$ cat src/hdl/bstap_map.vh
// Constants of the boundary-scan test access port
`ifndef BSTAP_MAP_VH
`define BSTAP_MAP_VH

// ****************************************************
// Widths
// ****************************************************
`define BSTAP_IR_W 4
`define BSTAP_NUM_PINS 4
`define BSTAP_CELL_BITS 3
`define BSTAP_BSR_LEN 12
`define BSTAP_ID_W 32

// ****************************************************
// Instruction codes
// ****************************************************
`define BSTAP_OP_EXTEST 4'h0
`define BSTAP_OP_SAMPLE 4'h5
`define BSTAP_OP_IDCODE 4'h6
`define BSTAP_OP_BYPASS 4'hF
`define BSTAP_IR_CAPTURE 4'h1

// ****************************************************
// Identity (arbitrary value, bit 0 set as required)
// ****************************************************
`define BSTAP_IDCODE_VALUE 32'h00000001

// ****************************************************
// Cell bit positions within one element
// ****************************************************
`define BSTAP_CELL_IN 0
`define BSTAP_CELL_OE 1
`define BSTAP_CELL_OUT 2

`endif

$ cat src/hdl/bstap_cell.v
// Three-bit boundary-scan element for one user pin
`timescale 1ns/1ps
`default_nettype none
`include "bstap_map.vh"

module bstap_cell (
    input wire ref_clk,
    input wire rst_n,
    input wire capture_en,
    input wire shift_en,
    input wire update_en,
    input wire mode_extest,
    input wire sdi,
    input wire core_out,
    input wire core_oe,
    input wire pin_in,
    output wire sdo,
    output wire pin_out,
    output wire pin_oe,
    output wire core_in
);

    reg [2:0] cap;
    reg [2:0] upd;

    // ****************************************************
    // Capture and shift stage
    // ****************************************************
    always @(posedge ref_clk or negedge rst_n) begin
        if (!rst_n) begin
            cap <= 3'h0;
        end else if (capture_en) begin
            cap[`BSTAP_CELL_IN] <= pin_in;
            cap[`BSTAP_CELL_OE] <= core_oe;
            cap[`BSTAP_CELL_OUT] <= core_out;
        end else if (shift_en) begin
            cap <= {cap[1:0], sdi};
        end
    end

    // ****************************************************
    // Update stage
    // ****************************************************
    always @(posedge ref_clk or negedge rst_n) begin
        if (!rst_n) begin
            upd <= 3'h0;
        end else if (update_en) begin
            upd <= cap;
        end
    end

    assign sdo = cap[2];
    assign pin_out = mode_extest ? upd[`BSTAP_CELL_OUT] : core_out;
    assign pin_oe = mode_extest ? upd[`BSTAP_CELL_OE] : core_oe;
    assign core_in = mode_extest ? upd[`BSTAP_CELL_IN] : pin_in;

endmodule // bstap_cell

`default_nettype wire

$ cat src/hdl/bstap_port.v
// Boundary-scan test access port: TAP controller, instruction and data registers
`timescale 1ns/1ps
`default_nettype none
`include "bstap_map.vh"

module bstap_port (
    input wire ref_clk,
    input wire rstn,
    input wire tck,
    input wire tms,
    input wire tdi,
    input wire trst_n,
    output reg tdo,
    output reg tdo_oe,
    input wire config_active,
    input wire [`BSTAP_NUM_PINS-1:0] core_out,
    input wire [`BSTAP_NUM_PINS-1:0] core_oe,
    output wire [`BSTAP_NUM_PINS-1:0] core_in,
    input wire [`BSTAP_NUM_PINS-1:0] pin_in,
    output wire [`BSTAP_NUM_PINS-1:0] pin_out,
    output wire [`BSTAP_NUM_PINS-1:0] pin_oe
);

    localparam NP = `BSTAP_NUM_PINS;

    // ****************************************************
    // TAP states
    // ****************************************************
    localparam [3:0] ST_RESET = 4'h0;
    localparam [3:0] ST_IDLE = 4'h1;
    localparam [3:0] ST_SEL_DR = 4'h2;
    localparam [3:0] ST_CAP_DR = 4'h3;
    localparam [3:0] ST_SH_DR = 4'h4;
    localparam [3:0] ST_EX1_DR = 4'h5;
    localparam [3:0] ST_PAU_DR = 4'h6;
    localparam [3:0] ST_EX2_DR = 4'h7;
    localparam [3:0] ST_UPD_DR = 4'h8;
    localparam [3:0] ST_SEL_IR = 4'h9;
    localparam [3:0] ST_CAP_IR = 4'hA;
    localparam [3:0] ST_SH_IR = 4'hB;
    localparam [3:0] ST_EX1_IR = 4'hC;
    localparam [3:0] ST_PAU_IR = 4'hD;
    localparam [3:0] ST_EX2_IR = 4'hE;
    localparam [3:0] ST_UPD_IR = 4'hF;

    // ****************************************************
    // Resets
    // ****************************************************
    reg [1:0] rst_sync;
    reg [1:0] tap_rst_sync;
    wire rst_n;
    wire tap_rst_n;
    wire tap_arst_n;

    // System reset asserts at once, releases on the clock
    always @(posedge ref_clk or negedge rstn) begin
        if (!rstn) begin
            rst_sync <= 2'h0;
        end else begin
            rst_sync <= {rst_sync[0], 1'b1};
        end
    end
    assign rst_n = rst_sync[1];

    // Test reset clears the scan logic at once, release is synchronous
    assign tap_arst_n = rstn & trst_n;
    always @(posedge ref_clk or negedge tap_arst_n) begin
        if (!tap_arst_n) begin
            tap_rst_sync <= 2'h0;
        end else begin
            tap_rst_sync <= {tap_rst_sync[0], 1'b1};
        end
    end
    assign tap_rst_n = tap_rst_sync[1];

    // ****************************************************
    // Pin synchronisers and test clock edges
    // ****************************************************
    reg [2:0] pin_s1;
    reg [2:0] pin_s2;
    reg tck_d;
    reg [NP-1:0] pad_s1;
    reg [NP-1:0] pad_s2;
    wire tck_s;
    wire tms_s;
    wire tdi_s;
    wire tck_rise;
    wire tck_fall;

    always @(posedge ref_clk or negedge rst_n) begin
        if (!rst_n) begin
            pin_s1 <= 3'h0;
            pin_s2 <= 3'h0;
            tck_d <= 1'b0;
            pad_s1 <= {NP{1'b0}};
            pad_s2 <= {NP{1'b0}};
        end else begin
            pin_s1 <= {tck, tms, tdi};
            pin_s2 <= pin_s1;
            tck_d <= pin_s2[2];
            pad_s1 <= pin_in;
            pad_s2 <= pad_s1;
        end
    end
    assign tck_s = pin_s2[2];
    assign tms_s = pin_s2[1];
    assign tdi_s = pin_s2[0];
    assign tck_rise = tck_s & ~tck_d;
    assign tck_fall = ~tck_s & tck_d;

    // ****************************************************
    // TAP controller
    // ****************************************************
    reg [3:0] state;
    reg [3:0] next_state;

    always @* begin
        case (state)
            ST_RESET: next_state = tms_s ? ST_RESET : ST_IDLE;
            ST_IDLE: next_state = tms_s ? ST_SEL_DR : ST_IDLE;
            ST_SEL_DR: next_state = tms_s ? ST_SEL_IR : ST_CAP_DR;
            ST_CAP_DR: next_state = tms_s ? ST_EX1_DR : ST_SH_DR;
            ST_SH_DR: next_state = tms_s ? ST_EX1_DR : ST_SH_DR;
            ST_EX1_DR: next_state = tms_s ? ST_UPD_DR : ST_PAU_DR;
            ST_PAU_DR: next_state = tms_s ? ST_EX2_DR : ST_PAU_DR;
            ST_EX2_DR: next_state = tms_s ? ST_UPD_DR : ST_SH_DR;
            ST_UPD_DR: next_state = tms_s ? ST_SEL_DR : ST_IDLE;
            ST_SEL_IR: next_state = tms_s ? ST_RESET : ST_CAP_IR;
            ST_CAP_IR: next_state = tms_s ? ST_EX1_IR : ST_SH_IR;
            ST_SH_IR: next_state = tms_s ? ST_EX1_IR : ST_SH_IR;
            ST_EX1_IR: next_state = tms_s ? ST_UPD_IR : ST_PAU_IR;
            ST_PAU_IR: next_state = tms_s ? ST_EX2_IR : ST_PAU_IR;
            ST_EX2_IR: next_state = tms_s ? ST_UPD_IR : ST_SH_IR;
            ST_UPD_IR: next_state = tms_s ? ST_SEL_DR : ST_IDLE;
            default: next_state = ST_RESET;
        endcase
    end

    // Mode select and clock steer the controller; test or system reset forces ST_RESET
    always @(posedge ref_clk or negedge tap_rst_n) begin
        if (!tap_rst_n) begin
            state <= ST_RESET;
        end else if (tck_rise) begin
            state <= next_state;
        end
    end

    // ****************************************************
    // Instruction register
    // ****************************************************
    reg [`BSTAP_IR_W-1:0] ir_shift;
    reg [`BSTAP_IR_W-1:0] ir;

    always @(posedge ref_clk or negedge tap_rst_n) begin
        if (!tap_rst_n) begin
            ir_shift <= `BSTAP_IR_CAPTURE;
        end else if (tck_rise && state == ST_CAP_IR) begin
            ir_shift <= `BSTAP_IR_CAPTURE;
        end else if (tck_rise && state == ST_SH_IR) begin
            ir_shift <= {tdi_s, ir_shift[`BSTAP_IR_W-1:1]};
        end
    end

    always @(posedge ref_clk or negedge tap_rst_n) begin
        if (!tap_rst_n) begin
            ir <= `BSTAP_OP_IDCODE;
        end else if (state == ST_RESET) begin
            ir <= `BSTAP_OP_IDCODE;
        end else if (tck_fall && state == ST_UPD_IR) begin
            ir <= ir_shift;
        end
    end

    // ****************************************************
    // Instruction decode
    // ****************************************************
    wire op_extest;
    wire sel_bsr;
    wire sel_id;
    wire sel_byp;

    assign op_extest = (ir == `BSTAP_OP_EXTEST);
    assign sel_bsr = op_extest | (ir == `BSTAP_OP_SAMPLE);
    assign sel_id = (ir == `BSTAP_OP_IDCODE);
    // All ones and every unused code fall back to bypass
    assign sel_byp = ~sel_bsr & ~sel_id;

    wire dr_capture;
    wire dr_shift;
    wire dr_update;

    // Updates land on the fall, one and a half periods after the last shift
    assign dr_capture = tck_rise && state == ST_CAP_DR;
    assign dr_shift = tck_rise && state == ST_SH_DR;
    assign dr_update = tck_fall && state == ST_UPD_DR;

    // ****************************************************
    // Bypass and identity registers
    // ****************************************************
    reg bypass_bit;
    reg [`BSTAP_ID_W-1:0] id_shift;

    always @(posedge ref_clk or negedge tap_rst_n) begin
        if (!tap_rst_n) begin
            bypass_bit <= 1'b0;
            id_shift <= {`BSTAP_ID_W{1'b0}};
        end else begin
            if (sel_byp && dr_capture) begin
                bypass_bit <= 1'b0;
            end else if (sel_byp && dr_shift) begin
                bypass_bit <= tdi_s;
            end
            if (sel_id && dr_capture) begin
                id_shift <= `BSTAP_IDCODE_VALUE;
            end else if (sel_id && dr_shift) begin
                id_shift <= {tdi_s, id_shift[`BSTAP_ID_W-1:1]};
            end
        end
    end

    // ****************************************************
    // Boundary-scan chain
    // ****************************************************
    wire [NP:0] chain;
    wire [NP-1:0] cell_out;
    wire [NP-1:0] cell_oe;

    assign chain[0] = tdi_s;
    genvar gi;
    generate
        for (gi = 0; gi < NP; gi = gi + 1) begin : g_cell
            bstap_cell u_cell (
                .ref_clk(ref_clk),
                .rst_n(tap_rst_n),
                .capture_en(sel_bsr & dr_capture),
                .shift_en(sel_bsr & dr_shift),
                .update_en(sel_bsr & dr_update),
                .mode_extest(op_extest),
                .sdi(chain[gi]),
                .core_out(core_out[gi]),
                .core_oe(core_oe[gi]),
                .pin_in(pad_s2[gi]),
                .sdo(chain[gi+1]),
                .pin_out(cell_out[gi]),
                .pin_oe(cell_oe[gi]),
                .core_in(core_in[gi])
            );
        end
    endgenerate

    assign pin_out = cell_out;
    // Configuration overrides any enable from the chain
    assign pin_oe = config_active ? {NP{1'b0}} : cell_oe;

    // ****************************************************
    // Serial output
    // ****************************************************
    reg dr_bit;

    always @* begin
        if (sel_bsr) begin
            dr_bit = chain[NP];
        end else if (sel_id) begin
            dr_bit = id_shift[0];
        end else begin
            dr_bit = bypass_bit;
        end
    end

    // Tester samples on the rise, so data leaves on the fall
    always @(posedge ref_clk or negedge tap_rst_n) begin
        if (!tap_rst_n) begin
            tdo <= 1'b0;
            tdo_oe <= 1'b0;
        end else if (tck_fall) begin
            tdo <= (state == ST_SH_IR) ? ir_shift[0] : dr_bit;
            tdo_oe <= (state == ST_SH_IR) || (state == ST_SH_DR);
        end
    end

endmodule // bstap_port

`default_nettype wire

$ cat config.mk
export PLATFORM = sky130hd
export DESIGN_NAME = bstap_port
export DESIGN_NICKNAME = d
export VERILOG_FILES = /design/src/hdl/bstap_cell.v /design/src/hdl/bstap_port.v
export VERILOG_INCLUDE_DIRS = /design/src /design/src/hdl
export SDC_FILE = /design/constraint.sdc
export NUM_CORES = 1
export LEC_CHECK = 0
export BUFFER_PORTS_ARGS = -buffer_cell sky130_fd_sc_hd__buf_2
export CORE_AREA = 4 4 102 104
export DETAILED_ROUTE_END_ITERATION = 8
export DIE_AREA = 0 0 106 108
export PLACE_DENSITY_LB_ADDON = 0.3
export SYNTH_ARGS = -nofsm -noshare
export SYNTH_HDL_FRONTEND = slang
export SYNTH_SLANG_ARGS = --single-unit
$ cat constraint.sdc
create_clock -name ref_clk -period 2.3 [get_ports ref_clk]
set_clock_uncertainty 0.1 [all_clocks]
set_input_delay 0.115 -clock ref_clk [delete_from_list [all_inputs] [get_ports ref_clk]]
set_output_delay 0.115 -clock ref_clk [all_outputs]
set_load 0.05 [all_outputs]
==> summary.txt <==
Setup path
  – Worst r2r path cells: 4
  – R2r setup slk: around 0.42 ns
  – Reg-to-reg startpoint: state[2]$_DFFE_PN0P_
  – Maximum fanout encountered on the critical timing path: 6
  – Worst path arrival time: 1.94 ns
  – Maximum single-stage delay on the critical path: between 0.4 and 0.5 ns
  – Required time of the critical path: 2.09 ns
  – Worst path bufs/invs: 2
  – Endpoint class of the critical path: output port
  – Worst setup path startpoint: ir[3]$_DFFE_PN0P_
  – Slowest library cell on the worst path: dfrtp_1
  – Cells along the critical path: nor4_4 > buf_4 > mux2_2 > buf_2
  – Critical path's top delay family: flip-flops
  – Type of origin of the critical path: flip-flop
  – Kind of critical path: reg -> out
  – R2r endpoint: g_cell[3].u_cell.upd[1]$_DFFE_PN0P_

Timing
  – Share of the cycle needed by the critical path after routing: 93.8%
  – Total of endpoints with negative setup slack in the final report: 0
  – Final Hold Fails: 0
  – Count of pins over their slew limit: 0
  – Time the worst path needs with I/O delays and setup: 2.16 ns
  – Headroom to the max-slew limit: between 50% and 60%
  – RSZ-0062 raised after global routing: false
  – Actual transition at the worst max-transition pin: approximately 0.7 ns
  – Max frequency: 464 MHz
  – Total negative setup slack: 0 ns

Synthesis
  – YS warnings: 0
  – Proportion of synthesized chip area in sequential cells: 55.0%
  – Area of the mapped netlist: 0.00410 sq mm
  – Cells after synthesis: 390
  – Number of flops mapped to enable cells by yosys: 0
  – Dominant cell type by area after synthesis: dfrtp_1
  – Commonest cells in the synthesized netlist: dfrtp_1, nand2_1, o21ai_1
  – Distinct cells, synth: 54
  – Mean area per synthesized cell: 10.5 sq um
  – Fraction of synthesized area in multiplexers: 10.6%
  – FF+latch count, synth: 90
  – Fraction of registers with async set/reset: 100%
  – Area share of and/or/nand/nor cells after synthesis: 15.8%
  – Most area-consuming cells after synthesis: dfrtp_1, nand2_1, o21ai_1
  – Main combinational cell family by area after synthesis: simple AND/OR/NAND/NOR gates
  – Compound-cell area share of the yosys netlist: 12.4%
  – Area share of fa/ha/maj cells after synthesis: 0%
  – Primary flip-flop cell chosen by synthesis mapping: dfrtp_1
  – Share of the synthesized area in the top cell type: 53.1%
  – Xor-xnor portion of the synthesized cell area: 0.396%

Floorplan
  – Horizontal die dimension: 106 um
  – Core region area: 0.00955 sq mm
  – Ports: 33
  – Die outline height: 108 um
  – Initial cell density of the core: 43.0%
  – Overall die area: roughly 0.011 sq mm
  – Cell Rows: 36

Finish
  – NumNets Final: 448
  – Area taken by multi-input logic gates: 0.00162 sq mm
  – Register area: roughly 0.0023 sq mm
  – Post-synthesis to final-layout area growth: 16.6%
  – Fin cells: 567
  – Fraction of final layout cells with drive strength greater than 1: a little under a quarter
  – Final-layout fill cell count: 865
  – Antenna Cells: 0

Routing
  – Detailed-route via count: 2778
  – Drt drc: 0
  – Total wire length: between 7000 and 8000 um
  – Number of vias per cell: 4.90
  – Post-detailed-route wirelength per cell: 13.2 um
  – DRT iter0 DRCs: between 150 and 200
  – First-pass detailed-route iteration total: 4
  – Final antenna-violating net count: 0

Run status
  – Status: complete, no violations

GRT
  – Number of global-route vias before repair: approximately 2700
  – Maximum number of pins on one net before global-route repair: 72
  – Antenna violations before repair: 0
  – Overflow left after global routing: 0
  – Overall routing resource usage: 14.2%
  – First-pass GRT wire length: 12900 um

Clocking
  – Clock Root Buffer: clkbuf_8
  – CTS Buf Count: 9
  – Clock Path Buffers: 2
  – TritonCTS clock tree: built
  – Clock transition at the register clock pins on the worst setup and hold paths after CTS: 0.09 ns
  – Worst skew pair latency: 0.35 ns
  – Clk sink count: 90
  – Number of H-tree branching levels: 3

Power
  – Total leakage power: between 2 and 2.5 nW
  – Power per standard cell area: 799 mW/mm^2
  – Max VDD drop: 0.290 mV

Placement
  – Detailed Place HPWL: about 5000 um
  – Number of buffer cells added on primary ports: 32
  – Global placement routability congestion: slightly below 0.8
  – DP Cell Count: 532

Flow run
  – Max cap viols: 0

Min path
  – Classification of the worst-slack hold path: in -> async
[through the flow]
stage               setup slack [ns]  utilization, %  cell area [sq um]  hold slack, ns  total power, mW
floorplan                     0.0218               -               4110          -0.281             2.43
global placement               0.406            45.6               4360          -0.195             2.60
detailed placement             0.340            45.6               4360          -0.190             2.61
CTS                           0.0864            50.0               4780          0.0353             3.87
global route                  0.0382            50.1               4780          0.0582             4.04
finish                         0.143            50.1               4780          0.0550             3.82
[timing repair]
| item | 4_1_cts | 5_1_grt |
|---|---|---|
| hold endpoints to repair | 19 | 0 |
| hold buffers | 18 | 0 |
| gates cloned | 0 | 0 |
| resized for setup | 0 | 1 |
| setup endpoints to repair | 5 | 1 |
| pin swaps | 1 | 0 |
| setup buffers | 1 | 0 |
[final cells by class]
type / instances / share of cell area (%)
sequential: 90 / 47.2
timing repair buffer: 62 / 9.86
clock buffer: 10 / 2.88
tap: 133 / 3.48
inverter: 8 / 0.628
multi-input combinational: 258 / 33.9
clock inverter: 6 / 2.04
[state kept, by name, summed over array words and instances, names as in the netlist]
name,count
bypass_bit,1
pad_s2,4
g_cell.u_cell.cap,12
g_cell.u_cell.upd,12
id_shift,32
tdo_oe,1
tdo,1
ir_shift,4
pad_s1,4
tap_rst_sync,2
pin_s2,3
state,4
pin_s1,3
ir,4
rst_sync,2
tck_d,1
[how the worst max path moves through the flow]
stage,to,cells after the start
floorplan,bypass_bit$_DFFE_PN0P_,0
global placement,core_in[1],4
detailed placement,core_in[3],4
CTS,pin_out[1],4
global route,pin_out[1],4
finish,core_in[0],4
[routing by layer]
layer	wire [um]	up-vias	part of all wire (%)	track usage [%]
li1	-	1406	-	-
met3	263	11	3.5	2.39
met5	0	-	0	0
met1	3560	1312	47	18.9
met4	142	0	1.9	6.38
met2	3540	49	47	23.0
[power breakdown]
part | internal, mW | leakage, nW | switching (mW)
sequential | 1.70 | 1.12 | 0.129
combinational | 0.302 | 0.894 | 0.472
clock | 0.657 | 0.119 | 0.564
[kinds of logic after synthesis]
group,after synthesis
buf+inv,43
xor+xnor,1
other cells,1
simple gates,134
compound gates,84
mux,37
flops,90
[worst reg2reg max path, cell delays in order (launching register included)]
cell	delay, ns
dfrtp_1	0.48
and2b_1	0.30
and2_2	0.18
nand4_4	0.30
mux2_4	0.40
[placed cells by master, fill, tap and decap left out, drive strengths merged, types with 3 or more instances in the layout]
cell and n:
nor2b 3, o21ai 56, a31oi 3, nand3 4, mux2 21, dfrtp 87, nand2b 4, mux2i 16
dfstp 3, a21oi 8, clkbuf 10, and2 5, nand2 87, dlygate4sd3 18, nor2 12, nand4 4
buf 44, inv 10, nor3 3
No activity file was read; power rests on OpenSTA's default activity.
